<file path="config.mk">
export PLATFORM = sky130hd
export DESIGN_NAME = tdo_path_ctrl
export DESIGN_NICKNAME = d
export VERILOG_FILES = /design/src/verilog/tdo_pkg.sv /design/src/verilog/tdo_chan_path.sv /design/src/verilog/tdo_path_ctrl.sv
export SDC_FILE = /design/constraint.sdc
export NUM_CORES = 1
export LEC_CHECK = 0
export BUFFER_PORTS_ARGS = -buffer_cell sky130_fd_sc_hd__clkbuf_2
export CAP_MARGIN = 20
export CORE_MARGIN = 2
export CORE_UTILIZATION = 49
export DETAILED_ROUTE_END_ITERATION = 8
export PLACE_DENSITY = 0.77
export SETUP_SLACK_MARGIN = 0.3
export SYNTH_ARGS = -nofsm -noshare
export SYNTH_HDL_FRONTEND = slang
export SYNTH_SLANG_ARGS = --single-unit
</file>
<file path="constraint.sdc">
create_clock -name clk -period 4.9 [get_ports clk]
set_input_delay 0.98 -clock clk [delete_from_list [all_inputs] [get_ports clk]]
set_output_delay 0.98 -clock clk [all_outputs]
set_load 0.005 [all_outputs]
</file>
<file path="src/verilog/tdo_pkg.sv">
// package for the DAC signal-path override block: offsets, fields, codes
// assumes byte-wide register access from an external serial-link engine
package tdo_pkg;

   // ------
   // widths
   // ------
   localparam int unsigned WORD_W = 12;
   localparam int unsigned BYTE_W = 8;
   localparam int unsigned ADDR_W = 8;
   localparam int unsigned NIB_W = 4;

   // ------
   // register offsets
   // ------
   localparam logic [7:0] ADDR_TEMP_UPPER = 8'h00;
   localparam logic [7:0] ADDR_TEMP_LOWER = 8'h01;
   localparam logic [7:0] ADDR_DAC0_UPPER = 8'h02;
   localparam logic [7:0] ADDR_DAC0_LOWER = 8'h03;
   localparam logic [7:0] ADDR_DAC1_UPPER = 8'h04;
   localparam logic [7:0] ADDR_DAC1_LOWER = 8'h05;
   localparam logic [7:0] ADDR_TEMP_STATUS = 8'h07;
   localparam logic [7:0] ADDR_OVR_SELECT = 8'h08;
   localparam logic [7:0] ADDR_SENS_OVR_UPPER = 8'h09;
   localparam logic [7:0] ADDR_SENS_OVR_LOWER = 8'h0A;
   localparam logic [7:0] ADDR_DAC0_OVR_UPPER = 8'h0B;
   localparam logic [7:0] ADDR_DAC0_OVR_LOWER = 8'h0C;
   localparam logic [7:0] ADDR_DAC1_OVR_UPPER = 8'h0D;
   localparam logic [7:0] ADDR_DAC1_OVR_LOWER = 8'h0E;
   localparam logic [7:0] ADDR_ACCESS_CTRL = 8'h0F;

   // ------
   // fields, codes and reset values
   // ------
   localparam int unsigned SEL_SENSOR_BIT = 0;
   localparam int unsigned SEL_DAC_BIT = 1;
   localparam logic [7:0] KEY_FIRST = 8'hCD;
   localparam logic [7:0] KEY_SECOND = 8'hF0;
   localparam logic [7:0] ACC_LEVEL_ZERO = 8'h00;
   localparam logic [7:0] ACC_LEVEL_TWO = 8'h03;
   localparam logic [7:0] STATUS_READY = 8'h00;
   localparam logic [7:0] STATUS_BUSY = 8'hFF;
   localparam logic [7:0] UNMAPPED_DATA = 8'h00;
   localparam logic [11:0] WORD_RESET = 12'h000;
   localparam logic [7:0] BYTE_RESET = 8'h00;
   localparam logic [3:0] NIB_RESET = 4'h0;
   localparam logic [1:0] SEL_RESET = 2'h0;

   // ------
   // timing
   // ------
   localparam real CLK_MHZ = 200.0;
   localparam real SAMPLE_MS = 25.0;

   // access level sequencer
   typedef enum logic [2:0] {
      TDO_ACC_ZERO = 3'b001,
      TDO_ACC_KEYED = 3'b010,
      TDO_ACC_TWO = 3'b100
   } tdo_acc_t;

endpackage : tdo_pkg
</file>
<file path="src/verilog/tdo_chan_path.sv">
// one output channel: selects the word presented to its converter
// assumes select and data inputs come from logic on the same clock
`timescale 1ns/1ps
module tdo_chan_path #(
   parameter int unsigned W = 12
) (
   // clock and reset
   input wire logic clk,
   input wire logic nrst,
   // sources
   input wire logic alu_skip_flag,
   input wire logic [W-1:0] stored_constant_level,
   input wire logic [W-1:0] computed_word,
   input wire logic [W-1:0] override_word,
   input wire logic converter_override_select,
   // converter input
   output logic [W-1:0] dac_word
);

   // ------
   // output mux
   // ------
   // host override sits nearest the converter, so it beats the bypass
   always_ff @(posedge clk or negedge nrst) begin
      if (!nrst) begin
         dac_word <= '0;
      end else if (converter_override_select) begin
         dac_word <= override_word;
      end else if (alu_skip_flag) begin
         dac_word <= stored_constant_level;
      end else begin
         dac_word <= computed_word;
      end
   end

endmodule : tdo_chan_path

</file>
<file path="src/verilog/tdo_path_ctrl.sv">
// signal-path control: bypass, override registers, coherent sample readout
// assumes a byte register port driven by a serial-link engine on clk,
// a sensor and arithmetic unit on clk, and memory image valid at reset
//
// Behaviour
// - override registers volatile, cleared at power up
// - bypass flags copied from memory at power up
// - set bypass drives constant level at once
// - bypass routes stored constant, ignores computed word; here a converter override select still wins over the bypass
// - each channel own bypass flag and constant
// - override word is upper nibble plus byte
// - one override select serves both channels
// - upper override write commits on lower write
// - keys 0xCD then 0xF0 unlock level two
// - access register reads 0x03 at level two
// - select value 0x02 routes override to converters
// - override word is offset binary, passed unchanged
// - new 12-bit sample held in two registers
// - upper sample read freezes lower byte
// - upper sample bits 6:5 read zero
// - lower sample read-only, sample bits 7:0
// - select bit 1 converter, bit 0 sensor
// - sensor override commits on lower write
// - each new sample restarts computation
`timescale 1ns/1ps
module tdo_path_ctrl #(
   parameter int unsigned W = tdo_pkg::WORD_W
) (
   // clock and reset
   input wire logic clk,
   input wire logic nrst,
   // register port from the link engine
   input wire logic [7:0] reg_addr,
   input wire logic [7:0] reg_wdata,
   input wire logic reg_wr,
   input wire logic reg_rd,
   output logic [7:0] reg_rdata,
   output logic reg_rvalid,
   // temperature sensor
   input wire logic [W-1:0] sensor_sample,
   input wire logic sensor_sample_valid,
   input wire logic sensor_ready,
   // nonvolatile image, stable from reset release
   input wire logic [1:0] nvm_skip_flag,
   input wire logic [W-1:0] nvm_constant0,
   input wire logic [W-1:0] nvm_constant1,
   // arithmetic unit
   output logic alu_start,
   output logic [W-1:0] alu_index,
   input wire logic alu_done,
   input wire logic [W-1:0] alu_result0,
   input wire logic [W-1:0] alu_result1,
   // converter inputs
   output logic [W-1:0] dac0_word,
   output logic [W-1:0] dac1_word,
   // mode status
   output logic privilege_level_two
);

   // ------------------------------------------------------------------
   // helpers
   // ------------------------------------------------------------------
   // upper register view: nibble in the low bits, zeros above
   function automatic logic [7:0] upper_view(input logic [W-1:0] w);
      upper_view = {4'h0, w[W-1:8]};
   endfunction : upper_view

   function automatic logic [7:0] lower_view(input logic [W-1:0] w);
      lower_view = w[7:0];
   endfunction : lower_view

   // ------------------------------------------------------------------
   // storage
   // ------------------------------------------------------------------
   logic [W-1:0] temp_sample;
   logic [7:0] temp_sample_lower;
   logic seen_sample;
   logic [1:0] override_select_reg;
   logic [3:0] sensor_override_pending;
   logic [W-1:0] sensor_override_word;
   logic [3:0] dac0_override_pending, dac1_override_pending;
   logic [W-1:0] dac0_override_word, dac1_override_word;
   logic [W-1:0] dac0_computed, dac1_computed;
   logic [1:0] alu_skip_flag;
   logic [W-1:0] stored_constant_level0, stored_constant_level1;
   logic nvm_loaded;
   tdo_pkg::tdo_acc_t acc_state, next_acc_state;
   logic wr_access, wr_allowed;
   logic sensor_override_select, converter_override_select;
   logic [7:0] next_rdata;

   assign wr_access = reg_wr && (reg_addr == tdo_pkg::ADDR_ACCESS_CTRL);
   assign privilege_level_two = (acc_state == tdo_pkg::TDO_ACC_TWO);
   assign wr_allowed = reg_wr && privilege_level_two;
   assign sensor_override_select =
      override_select_reg[tdo_pkg::SEL_SENSOR_BIT];
   assign converter_override_select =
      override_select_reg[tdo_pkg::SEL_DAC_BIT];

   // ------------------------------------------------------------------
   // access level
   // ------------------------------------------------------------------
   // an access-register write other than the next key drops back to level zero; 0xCD always leads to keyed
   always_comb begin
      next_acc_state = acc_state;
      if (wr_access) begin
         case (acc_state)
            tdo_pkg::TDO_ACC_ZERO: begin
               if (reg_wdata == tdo_pkg::KEY_FIRST) begin
                  next_acc_state = tdo_pkg::TDO_ACC_KEYED;
               end
            end
            tdo_pkg::TDO_ACC_KEYED: begin
               if (reg_wdata == tdo_pkg::KEY_SECOND) begin
                  next_acc_state = tdo_pkg::TDO_ACC_TWO;
               end else if (reg_wdata != tdo_pkg::KEY_FIRST) begin
                  next_acc_state = tdo_pkg::TDO_ACC_ZERO;
               end
            end
            tdo_pkg::TDO_ACC_TWO: begin
               if (reg_wdata == tdo_pkg::KEY_FIRST) begin
                  next_acc_state = tdo_pkg::TDO_ACC_KEYED;
               end else begin
                  next_acc_state = tdo_pkg::TDO_ACC_ZERO;
               end
            end
            default: begin
               next_acc_state = tdo_pkg::TDO_ACC_ZERO;
            end
         endcase
      end
   end

   always_ff @(posedge clk or negedge nrst) begin
      if (!nrst) begin
         acc_state <= tdo_pkg::TDO_ACC_ZERO;
      end else begin
         acc_state <= next_acc_state;
      end
   end

   // ------------------------------------------------------------------
   // override select and override data
   // ------------------------------------------------------------------
   // all of these are volatile: plain reset to zero, never reloaded
   always_ff @(posedge clk or negedge nrst) begin
      if (!nrst) begin
         override_select_reg <= tdo_pkg::SEL_RESET;
      end else if (wr_allowed &&
                   reg_addr == tdo_pkg::ADDR_OVR_SELECT) begin
         // reserved bits dropped; the host keeps to 0, 1 or 2
         override_select_reg <= reg_wdata[1:0];
      end
   end

   always_ff @(posedge clk or negedge nrst) begin
      if (!nrst) begin
         sensor_override_pending <= tdo_pkg::NIB_RESET;
         sensor_override_word <= tdo_pkg::WORD_RESET;
      end else if (wr_allowed) begin
         if (reg_addr == tdo_pkg::ADDR_SENS_OVR_UPPER) begin
            sensor_override_pending <= reg_wdata[3:0];
         end else if (reg_addr == tdo_pkg::ADDR_SENS_OVR_LOWER) begin
            sensor_override_word <=
               {sensor_override_pending, reg_wdata};
         end
      end
   end

   always_ff @(posedge clk or negedge nrst) begin
      if (!nrst) begin
         dac0_override_pending <= tdo_pkg::NIB_RESET;
         dac0_override_word <= tdo_pkg::WORD_RESET;
      end else if (wr_allowed) begin
         if (reg_addr == tdo_pkg::ADDR_DAC0_OVR_UPPER) begin
            dac0_override_pending <= reg_wdata[3:0];
         end else if (reg_addr == tdo_pkg::ADDR_DAC0_OVR_LOWER) begin
            dac0_override_word <=
               {dac0_override_pending, reg_wdata};
         end
      end
   end

   always_ff @(posedge clk or negedge nrst) begin
      if (!nrst) begin
         dac1_override_pending <= tdo_pkg::NIB_RESET;
         dac1_override_word <= tdo_pkg::WORD_RESET;
      end else if (wr_allowed) begin
         if (reg_addr == tdo_pkg::ADDR_DAC1_OVR_UPPER) begin
            dac1_override_pending <= reg_wdata[3:0];
         end else if (reg_addr == tdo_pkg::ADDR_DAC1_OVR_LOWER) begin
            dac1_override_word <=
               {dac1_override_pending, reg_wdata};
         end
      end
   end

   // ------------------------------------------------------------------
   // bypass image load
   // ------------------------------------------------------------------
   // copied on the first edge after release; the image must be stable
   always_ff @(posedge clk or negedge nrst) begin
      if (!nrst) begin
         nvm_loaded <= 1'b0;
         alu_skip_flag <= 2'h0;
         stored_constant_level0 <= tdo_pkg::WORD_RESET;
         stored_constant_level1 <= tdo_pkg::WORD_RESET;
      end else if (!nvm_loaded) begin
         nvm_loaded <= 1'b1;
         alu_skip_flag <= nvm_skip_flag;
         stored_constant_level0 <= nvm_constant0;
         stored_constant_level1 <= nvm_constant1;
      end
   end

   // ------------------------------------------------------------------
   // temperature sample and computation trigger
   // ------------------------------------------------------------------
   always_ff @(posedge clk or negedge nrst) begin
      if (!nrst) begin
         temp_sample <= tdo_pkg::WORD_RESET;
         seen_sample <= 1'b0;
      end else if (sensor_sample_valid) begin
         temp_sample <= sensor_sample;
         seen_sample <= 1'b1;
      end
   end

   // the override index replaces the sensor at the table input
   always_ff @(posedge clk or negedge nrst) begin
      if (!nrst) begin
         alu_start <= 1'b0;
         alu_index <= tdo_pkg::WORD_RESET;
      end else begin
         alu_start <= sensor_sample_valid;
         if (sensor_sample_valid) begin
            alu_index <= sensor_override_select ?
                         sensor_override_word : sensor_sample;
         end
      end
   end

   always_ff @(posedge clk or negedge nrst) begin
      if (!nrst) begin
         dac0_computed <= tdo_pkg::WORD_RESET;
         dac1_computed <= tdo_pkg::WORD_RESET;
      end else if (alu_done) begin
         dac0_computed <= alu_result0;
         dac1_computed <= alu_result1;
      end
   end

   // ------------------------------------------------------------------
   // coherent readout
   // ------------------------------------------------------------------
   // an upper read and a new sample in one cycle: the read sees the old
   // sample and freezes the old low byte, so the pair still matches
   always_ff @(posedge clk or negedge nrst) begin
      if (!nrst) begin
         temp_sample_lower <= tdo_pkg::BYTE_RESET;
      end else if (reg_rd && reg_addr == tdo_pkg::ADDR_TEMP_UPPER) begin
         temp_sample_lower <= lower_view(temp_sample);
      end
   end

   always_comb begin
      next_rdata = tdo_pkg::UNMAPPED_DATA;
      case (reg_addr)
         tdo_pkg::ADDR_TEMP_UPPER: begin
            next_rdata = upper_view(temp_sample);
         end
         tdo_pkg::ADDR_TEMP_LOWER: begin
            next_rdata = temp_sample_lower;
         end
         tdo_pkg::ADDR_DAC0_UPPER: begin
            next_rdata = upper_view(dac0_computed);
         end
         tdo_pkg::ADDR_DAC0_LOWER: begin
            next_rdata = lower_view(dac0_computed);
         end
         tdo_pkg::ADDR_DAC1_UPPER: begin
            next_rdata = upper_view(dac1_computed);
         end
         tdo_pkg::ADDR_DAC1_LOWER: begin
            next_rdata = lower_view(dac1_computed);
         end
         tdo_pkg::ADDR_TEMP_STATUS: begin
            next_rdata = (sensor_ready && seen_sample) ?
                         tdo_pkg::STATUS_READY : tdo_pkg::STATUS_BUSY;
         end
         tdo_pkg::ADDR_OVR_SELECT: begin
            next_rdata = {6'h00, override_select_reg};
         end
         tdo_pkg::ADDR_SENS_OVR_UPPER: begin
            next_rdata = upper_view(sensor_override_word);
         end
         tdo_pkg::ADDR_SENS_OVR_LOWER: begin
            next_rdata = lower_view(sensor_override_word);
         end
         tdo_pkg::ADDR_DAC0_OVR_UPPER: begin
            next_rdata = upper_view(dac0_override_word);
         end
         tdo_pkg::ADDR_DAC0_OVR_LOWER: begin
            next_rdata = lower_view(dac0_override_word);
         end
         tdo_pkg::ADDR_DAC1_OVR_UPPER: begin
            next_rdata = upper_view(dac1_override_word);
         end
         tdo_pkg::ADDR_DAC1_OVR_LOWER: begin
            next_rdata = lower_view(dac1_override_word);
         end
         tdo_pkg::ADDR_ACCESS_CTRL: begin
            next_rdata = privilege_level_two ?
                         tdo_pkg::ACC_LEVEL_TWO :
                         tdo_pkg::ACC_LEVEL_ZERO;
         end
         default: begin
            next_rdata = tdo_pkg::UNMAPPED_DATA;
         end
      endcase
   end

   always_ff @(posedge clk or negedge nrst) begin
      if (!nrst) begin
         reg_rdata <= tdo_pkg::BYTE_RESET;
         reg_rvalid <= 1'b0;
      end else begin
         reg_rvalid <= reg_rd;
         if (reg_rd) begin
            reg_rdata <= next_rdata;
         end
      end
   end

   // ------------------------------------------------------------------
   // converter paths
   // ------------------------------------------------------------------
   tdo_chan_path #(
      .W(W)
   ) u_chan0 (
      .clk(clk),
      .nrst(nrst),
      .alu_skip_flag(alu_skip_flag[0]),
      .stored_constant_level(stored_constant_level0),
      .computed_word(dac0_computed),
      .override_word(dac0_override_word),
      .converter_override_select(converter_override_select),
      .dac_word(dac0_word)
   );

   tdo_chan_path #(
      .W(W)
   ) u_chan1 (
      .clk(clk),
      .nrst(nrst),
      .alu_skip_flag(alu_skip_flag[1]),
      .stored_constant_level(stored_constant_level1),
      .computed_word(dac1_computed),
      .override_word(dac1_override_word),
      .converter_override_select(converter_override_select),
      .dac_word(dac1_word)
   );

endmodule : tdo_path_ctrl

</file>
======== Word level (Yosys, flattened, before mapping) ========
Index checks and enable logic that the tools add are counted.
storage, ports and cells
  flip-flop bits (word level) ............. 171
  input bits .............................. 85
  output and inout bits ................... 47
  word-level logic and storage cells ...... 74
cells by class
  equal/unequal tests ..................... 22
  multiplexer cells ....................... 13
  bitwise operators ....................... 3
  reduce and logical (&&, ||, !) cells .... 13
operators by type and width
  cell                count
  $pmux 8 s15         1
  $eq 8x4->1 const B  8
  $mux 12             5
  $eq 8x3->1 const B  3
  $eq 8x2->1 const B  2
  $eq 8x8->1 const B  2
  $reduce_and 3->1    4
  $mux 3              3
  $pmux 3 s3          1
  $eq 8x1->1 const B  1
  $logic_not 8->1     1
  $mux 8              1
  $ne 8x8->1 const B  1
  $reduce_and 2->1    3
  $logic_and 1x1->1   5
  $mux 2              2
  $eq 3x1->1 const B  1
  $eq 3x2->1 const B  1
  $eq 3x3->1 const B  1
  $ne 3x3->1 const B  1
  $not 1->1           3
  $ne 2x2->1 const B  1

======== Logic depth before layout (Yosys ltp) ========
Gate-level depths: netlist (run 1).
  depth after elaboration ................. 4
  mapped depth ............................ 7
  mapped depth without buffers ............ 5

======== Cells and area by module ========
A second synthesis (run 1) with hierarchy kept.
unflattened totals
  cells, all modules ...................... 595
  area, all modules ....................... 7,748.7 µm²
by module, submodules not included
  module         instances  cells each  area an instance (µm²)  seq. area each (µm²)
  tdo_path_ctrl  1          493         6,647.6                 3,679.8
  tdo_chan_path  2          51          550.5                   300.3

======== Least setup slack after synthesis (run 1) ========
OpenSTA, ideal clock, no wires.
  path type ............................... input -> register
  start point ............................. input port reg_addr[5]
  end point ............................... register dac0_override_word[0]
  library setup time ...................... 0.125 ns
  arrival ................................. 2.368 ns
  data required time ...................... 4.775 ns
  path slack .............................. 2.407 ns
  stages on the path ...................... 5
  buffers on the path ..................... 1
  cell sequence ........................... or4_4 -> nor3_4 -> nand2_4 -> buf_6 -> mux2_4
on the way
  word-level cells in the longest chain between the ends .. 3
  elaborated cells between the ends (all ways) .. 4
  classes of those cells .................. eq/ne (2); bitwise (1); reduce/logical (1)
RTL lines
  item                          RTL line              text
  start: declaration            tdo_path_ctrl.sv:33   input wire logic [7:0] reg_addr,
  $eq 8x4->1                    tdo_path_ctrl.sv:175  if (reg_addr == tdo_pkg::ADDR_DAC0_OVR_UPPER) begin
  $not 1->1 (no line)           n/a
  $reduce_and 3->1 (no line) *  n/a
  end signal: assignment        tdo_path_ctrl.sv:173  dac0_override_word <= tdo_pkg::WORD_RESET;
  end signal: assignment        tdo_path_ctrl.sv:178  dac0_override_word <=
  end: declaration              tdo_path_ctrl.sv:82   logic [W-1:0] dac0_override_word, dac1_override_word;
Mark *: on every way between the ends. The rest lies on a longest branch, timed or not.
A chain may end at the register's enable or synchronous reset.

======== Worst setup path in the final report (run 1) ========
  start point ............................. input port reg_addr[2]
  end point ............................... register dac1_override_pending[2]
on the way
  word-level cells in the longest chain between the ends .. 2
RTL lines
  item                        RTL line              text
  $eq 8x4->1                  tdo_path_ctrl.sv:189  if (reg_addr == tdo_pkg::ADDR_DAC1_OVR_UPPER) begin
  $reduce_and 2->1 (no line)  n/a
  end signal: assignment      tdo_path_ctrl.sv:186  dac1_override_pending <= tdo_pkg::NIB_RESET;
  end signal: assignment      tdo_path_ctrl.sv:190  dac1_override_pending <= reg_wdata[3:0];
  end: declaration            tdo_path_ctrl.sv:81   logic [3:0] dac0_override_pending, dac1_override_pending;
Every way passes these cells.

==> results of run 1 <==
-- routing by layer --
metal  track usage (%)  vias up  part of all wire, %
met5                 0        -                    0
met4              9.34        0                  2.0
met3              6.52       36                  5.7
met2              40.4      204                   48
met1              34.6     2761                   44
li1                  -     2427                    -
-- metrics by stage --
| stage | cells | cell area (µm²) | util, % | hold slack, ps |
|---|---|---|---|---|
| floorplan | 604 | 7670 | - | 460 |
| global placement | 912 | 8460 | 55.4 | 487 |
| detailed placement | 913 | 8490 | 55.6 | 488 |
| CTS | 945 | 9080 | 59.5 | 507 |
| global route | 946 | 9110 | 59.7 | 344 |
| finish | 946 | 9110 | 59.7 | 351 |
-- power by group --
group	leakage, nW	total, mW	switching [mW]	internal [mW]
logic	1.80	0.311	0.155	0.156
clock network	0.286	1.37	0.594	0.775
registers	2.14	1.58	0.0732	1.51
-- final timing paths --
check | end | startpoint
worst max register to register | dac1_override_pending[2] | acc_state[1]
max in group asynchronous | u_chan1.dac_word[2] | nrst
worst min-delay path | alu_index[4] | nrst
worst max-delay path | dac1_override_pending[2] | reg_addr[2]
worst min register to register | stored_constant_level1[6] | stored_constant_level1[6]
min in group clk | stored_constant_level1[6] | stored_constant_level1[6]
-- critical path, delay by kind of cell --
family	cells	cell delay, ps
buffers and inverters	1	630
muxes	1	390
and+or+nand+nor	3	960
-- kinds of logic after synthesis --
logic type | count (synthesis) | synth area share [%]
AOI/OAI and AO/OA | 100 | 8.14
other | 1 | 0.0489
and+or+nand+nor | 116 | 8.21
DFF | 171 | 55.8
buffers and inverters | 43 | 2.35
muxes | 173 | 25.4
-- layout make-up --
type	instances	area [µm²]
Multi-Input combinational cell	390	3210
Timing Repair Buffer	136	739
Clock buffer	18	439
Fill cell	1203	6150
Inverter	6	22.5
Sequential cell	171	4280
Tap cell	211	264
Clock inverter	14	160
-- layout by cell type, fill, tap and decap left out, drive strengths merged, types with 6 or more instances in the layout --
| cell type | instances |
|---|---|
| mux2 | 124 |
| nor2b | 8 |
| a22oi | 6 |
| buf | 6 |
| mux2i | 47 |
| a21oi | 22 |
| dfrtp | 170 |
| o21ai | 34 |
| a31oi | 7 |
| nand3 | 8 |
| inv | 11 |
| nor2 | 26 |
| clkbuf | 148 |
| nand2 | 43 |
==> flow_metrics.py, run 1 <==
metrics = {
    "outcome": {
        "status": "completed",
    },
    "timing": {
        "timing.setup.tns_ps": 0,
        "hold_viol": 0,
        "rsz0062_at_grt": "false",
        "tightest_slew_ps": 848,
        "fin_crit_sh_pct": 54.3,
        "setup_ws_ps": 2240,
        "setup_violations": 0,
        "slew_violations": 0,
        "min_period_ps": 2660,
        "fmax_mhz": 376,
        "skew_ps": 7.19,
        "relSlewSlack_pct": 43.5,
    },
    "synthesis": {
        "synthTopCellsByCount": "170 x dfrtp_1, 114 x mux2_2, 47 x mux2i_1, 42 x nand2_1, 34 x o21ai_0",
        "avgSynthCellArea_um2": 12.7,
        "synth_area_leader_cell": "dfrtp_1",
        "async_reset_ff_share_pct": 100,
        "yosysWarnings": 0,
        "ys_ff_latch": 171,
        "postSynthCellCount": 604,
        "seq_area_frac_synth_pct": 55.8,
        "synth-edff-count": 0,
        "synth.most_common_cell": "dfrtp_1",
        "syn-cell-area_um2": 7670,
        "synth_ff_type": "dfrtp_1",
        "ys_types": 60,
        "synth_top_area_share_pct": 55.5,
        "synth_area_leaders": "dfrtp_1 55%, mux2_2 17%, mux2i_1 6.1%",
        "synthesis.nets": 689,
    },
    "worst_setup_path": {
        "r2r_slack_ps": 2690,
        "worstPathMaxFanout": 39,
        "r2r_cells": 4,
        "worstSetupEndpointType": "flop",
        "crit_path_start_kind": "primary input",
        "cp_slowest_cell": "clkbuf_2",
        "cp_cell_sequence": "clkbuf_2 -> and2_1 -> and3_1 -> nor3b_2 -> mux2_2",
        "critPathKind": "primary input to flop",
        "cp_data_required_time_ps": 5230,
        "cpPeakStageDelay_ps": 630,
        "arrival_ps": 2990,
    },
    "cts": {
        "clock_sinks": 171,
        "clock_latency_ps": 440,
        "cts-buffers-inserted": 17,
        "htreeDepth": 4,
        "cts_hold_buf": 0,
        "postCtsResizedCells": 0,
        "clock_path_buffers": 2,
        "cts_tree": "yes",
        "cts_setup_buffers": 0,
        "cts-root-buf": "clkbuf_16",
        "clk_pin_slew_worst_paths_ps": 70,
    },
    "grt": {
        "grt_use_total_pct": 25.6,
        "first_global_vias": 5595,
        "grt_max_degree": 117,
        "overflow": 0,
        "grt_pass1_wl_mm": 31.2,
        "antenna_found_initial": 0,
    },
    "detailed_routing": {
        "viasPerCell": 5.74,
        "drc_errors": 0,
        "routed_wirelength_mm": 20.5,
        "drtAntennaViolNets": 0,
        "drtIter0Drc": 440,
        "via_count": 5428,
        "dr.pass1.iters": 5,
        "wire_per_inst_um": 21.7,
    },
    "floorplan": {
        "die_w_um": 129,
        "rows": 45,
        "ios": 132,
        "die_h_um": 129,
        "die_area_um2": 16700,
        "coreArea_um2": 15300,
        "initial_core_util_pct": 50.3,
    },
    "cells_and_area": {
        "synthToLayoutAreaGrowth_pct": 18.8,
        "fin_nets": 807,
        "drive_gt1_share_pct": 41.5,
        "antenna_cells": 0,
    },
    "placed_design": {
        "port-buffer-count": 131,
        "place.gp.congestion": 0.971,
        "hpwl_mm": 15.0,
        "dp_slack_ps": 1790,
    },
    "job": {
        "cap_violations": 0,
    },
    "power": {
        "peakVddDrop_uv": 264,
        "finalPower_mw": 3.26,
        "power_density_nw_per_um2": 358,
        "power.leakage_nw": 4.23,
    },
    "min_path": {
        "hold_path.class": "primary input to async pin",
    },
}
Note: power is estimated with default switching activity, not from simulation.
==> run 2: changes to the inputs <==
Settings changed: ABC_AREA set to 1.
Clock period 4.9 ns to 2.45 ns, I/O delays scaled along.
==> run 2 against run 1 <==
  * Combinational power rose by 94%
  * Clock skew about the same
  * Die area up 1.2%
  * Sequential share of layout area down 0.64 points
  * Hold slack worse by 95 ps
  * Synthesized cell count grew 49%
  * Flip-flop and latch count unchanged
  * Worst setup slack lost 1600 ps
  * Routed wire length increased by 0.23%
  * Final area is 1.4% higher
  * Sequential power rose by 97%
  * Largest cell class unchanged
==> flow_metrics.py, run 2 <==
metrics = {
    "grt": {
        "antenna_found_initial": 0,
        "grt_max_degree": 56,
        "overflow": 0,
        "grt_use_total_pct": 25.6,
        "first_global_vias": 6299,
        "grt_pass1_wl_mm": 32.3,
    },
    "power": {
        "finalPower_mw": 6.45,
        "power.share.combinational_pct": 9.4,
        "pwr-share-seq_pct": 48.3,
        "p_switching_mw": 1.64,
        "clockPowerShare_pct": 42.3,
        "internal_power_mw": 4.81,
        "power_density_nw_per_um2": 699,
        "swShare_pct": 25.4,
        "peakVddDrop_uv": 500,
        "power.leakage_nw": 4.70,
    },
    "cells_and_area": {
        "fin_nets": 1108,
        "antenna_cells": 0,
        "mostFrequentLayoutCells": "247 x nand2_1, 170 x dfrtp_1, 130 x clkbuf_2",
        "synthToLayoutAreaGrowth_pct": 19.0,
        "fin_util_pct": 58.8,
        "drive_gt1_share_pct": 20.8,
        "mostFrequentLayoutCell": "nand2_1",
    },
    "cts": {
        "htreeDepth": 4,
        "postCtsResizedCells": 0,
        "clk_pin_slew_worst_paths_ps": 70,
        "clock_path_buffers": 2,
        "clock_latency_ps": 440,
        "clock_sinks": 171,
        "cts-root-buf": "clkbuf_16",
        "cts_tree": "yes",
        "cts-buffers-inserted": 17,
    },
    "timing": {
        "tightest_slew_ps": 836,
        "min_period_ps": 1790,
        "setup_violations": 0,
        "relSlewSlack_pct": 44.2,
        "slew_violations": 0,
        "fin_crit_sh_pct": 72.9,
        "timing.setup.tns_ps": 0,
        "rsz0062_at_grt": "false",
        "hold_viol": 0,
        "fmax_mhz": 560,
        "skew_ps": 7.39,
    },
    "synthesis": {
        "synth_area_leaders": "dfrtp_1 55%, nand2_1 12%, o21ai_0 6.2%",
        "avgSynthCellArea_um2": 8.62,
        "ys_ff_latch": 171,
        "synth_compound_area_share_pct": 11.5,
        "async_reset_ff_share_pct": 100,
        "synth.area.mux_share_pct": 4.77,
        "ys_types": 32,
        "synthSimpleGateAreaFrac_pct": 20.5,
        "synth-edff-count": 0,
        "synth_ff_type": "dfrtp_1",
        "yosysWarnings": 0,
        "seq_area_frac_synth_pct": 55.1,
        "synthTopCellsByCount": "247 x nand2_1, 170 x dfrtp_1, 117 x inv_1, 96 x o21ai_0, 58 x nand3_1",
        "synth_top_area_share_pct": 54.8,
        "synth.most_common_cell": "nand2_1",
        "postSynthCellCount": 901,
        "yosys.area_share.adder_pct": 0,
        "synth_top_family_by_area": "simple AND/OR/NAND/NOR gates",
        "synth_area_leader_cell": "dfrtp_1",
        "synthXorXnorAreaFrac_pct": 0,
        "syn-cell-area_um2": 7760,
        "synthesis.nets": 986,
    },
    "floorplan": {
        "die_area_um2": 16900,
        "initial_core_util_pct": 49.4,
        "coreArea_um2": 15700,
        "die_w_um": 130,
        "rows": 46,
        "die_h_um": 130,
        "ios": 132,
    },
    "min_path": {
        "min_from": "alu_result1[2]",
        "hold_depth": 3,
        "hold_path.class": "primary input to flop",
        "hold_end": "dac1_computed[2]",
    },
    "job": {
        "cap_violations": 0,
    },
    "detailed_routing": {
        "viasPerCell": 5.23,
        "dr.pass1.iters": 5,
        "drc_errors": 0,
        "drtIter0Drc": 592,
        "drtAntennaViolNets": 0,
        "wire_per_inst_um": 16.4,
        "via_count": 6541,
        "routed_wirelength_mm": 20.5,
    },
    "placed_design": {
        "port-buffer-count": 131,
        "place.gp.congestion": 1.01,
        "hpwl_mm": 15.2,
    },
    "worst_setup_path": {
        "r2r_cells": 7,
        "critPathKind": "flop to output pin",
        "worstPathMaxFanout": 5,
        "r2r_end": "dac0_override_word[4]",
        "cp_data_required_time_ps": 1960,
        "r2r_slack_ps": 740,
        "crit_path_start_kind": "flop",
        "arrival_ps": 1300,
        "worstSetupEndpointType": "output pin",
        "crit-reg2reg-launch": "acc_state[1]",
    },
    "outcome": {
        "status": "completed",
    },
}
==> run 2: changes by cell type after synthesis, sizes merged, moves of 7 or more <==
cell / before / now
nand3: 8 / 63
nor2b: 8 / 0
a21oi: 22 / 4
clkbuf: 18 / 26
a31oi: 7 / 0
mux2i: 47 / 1
inv: 5 / 119
nor2: 26 / 52
nand2: 43 / 248
o211ai: 4 / 21
o21ai: 34 / 126
o21a: 0 / 10
mux2: 124 / 32
==> run 2: final cells by class <==
cell class | count | area (µm²)
clock buffer | 18 | 439
tap | 216 | 270
sequential | 171 | 4280
clock inverter | 13 | 158
inverter | 119 | 447
fill | 1364 | 6470
multi-input combinational | 571 | 2860
timing repair buffer | 143 | 779
==> run 2: layer usage <==
metal / part of all wire (%) / GRT usage (%)
met5: 0 / 0
met2: 49 / 41.6
met4: 2.4 / 8.73
met3: 6.4 / 6.07
met1: 43 / 33.9
==> run 2: critical path: stages, from the launching register on <==
cell	delay, ps
dfrtp_1	380
inv_1	90
nand2_1	80
nor2_4	160
clkbuf_2	150
==> run 2: cells by family (layout without fill, tap and decap cells) <==
logic type             count (synthesis)  in the layout
AND/OR/NAND/NOR                      374            374
flip-flops                           171            171
AO/OA/AOI/OAI                        163            163
buffers and inverters                159            293
multiplexers                          33             33
other                                  1              1
==> run 2: power by group through the flow <==
stage          Sequential [mW]  Combinational, mW  Clock [mW]
2_1_floorplan             3.13              0.305           0
3_3_place_gp              3.17              0.596           0
3_5_place_dp              3.17              0.605           0
4_1_cts                   3.12              0.612        2.75
5_1_grt                   3.14              0.688        2.86
6_report                  3.12              0.604        2.73
==> run 2: worst max-delay path by stage <==
stage                            start                  endpoint  slack [ps]  cells after the start
final                     acc_state[1]       privilege_level_two         660                      4
after detailed placement   reg_addr[6]     dac1_override_word[7]         490                      8
after global routing      acc_state[1]  sensor_override_word[11]         570                      8
after CTS                 acc_state[1]       privilege_level_two         640                      4
after floorplan            reg_addr[4]              reg_rdata[2]         960                     11
after global placement     reg_addr[4]              reg_rdata[4]         500                     11
==> run 2: per-stage QoR <==
step	worst slack [ps]	cells	hold WS, ps	area, µm²
after floorplan	962	901	194	7760
after global placement	497	1219	390	8630
final	663	1251	255	9240
after detailed placement	493	1219	393	8630
after CTS	644	1251	243	9240
after global routing	565	1251	265	9240
==> run 2: timing repair <==
action,4_1_cts,5_1_grt
endpoints found under the setup margin,0,0
hold buffers,1,0
buffers inserted,0,0
hold endpoints to repair,27,0
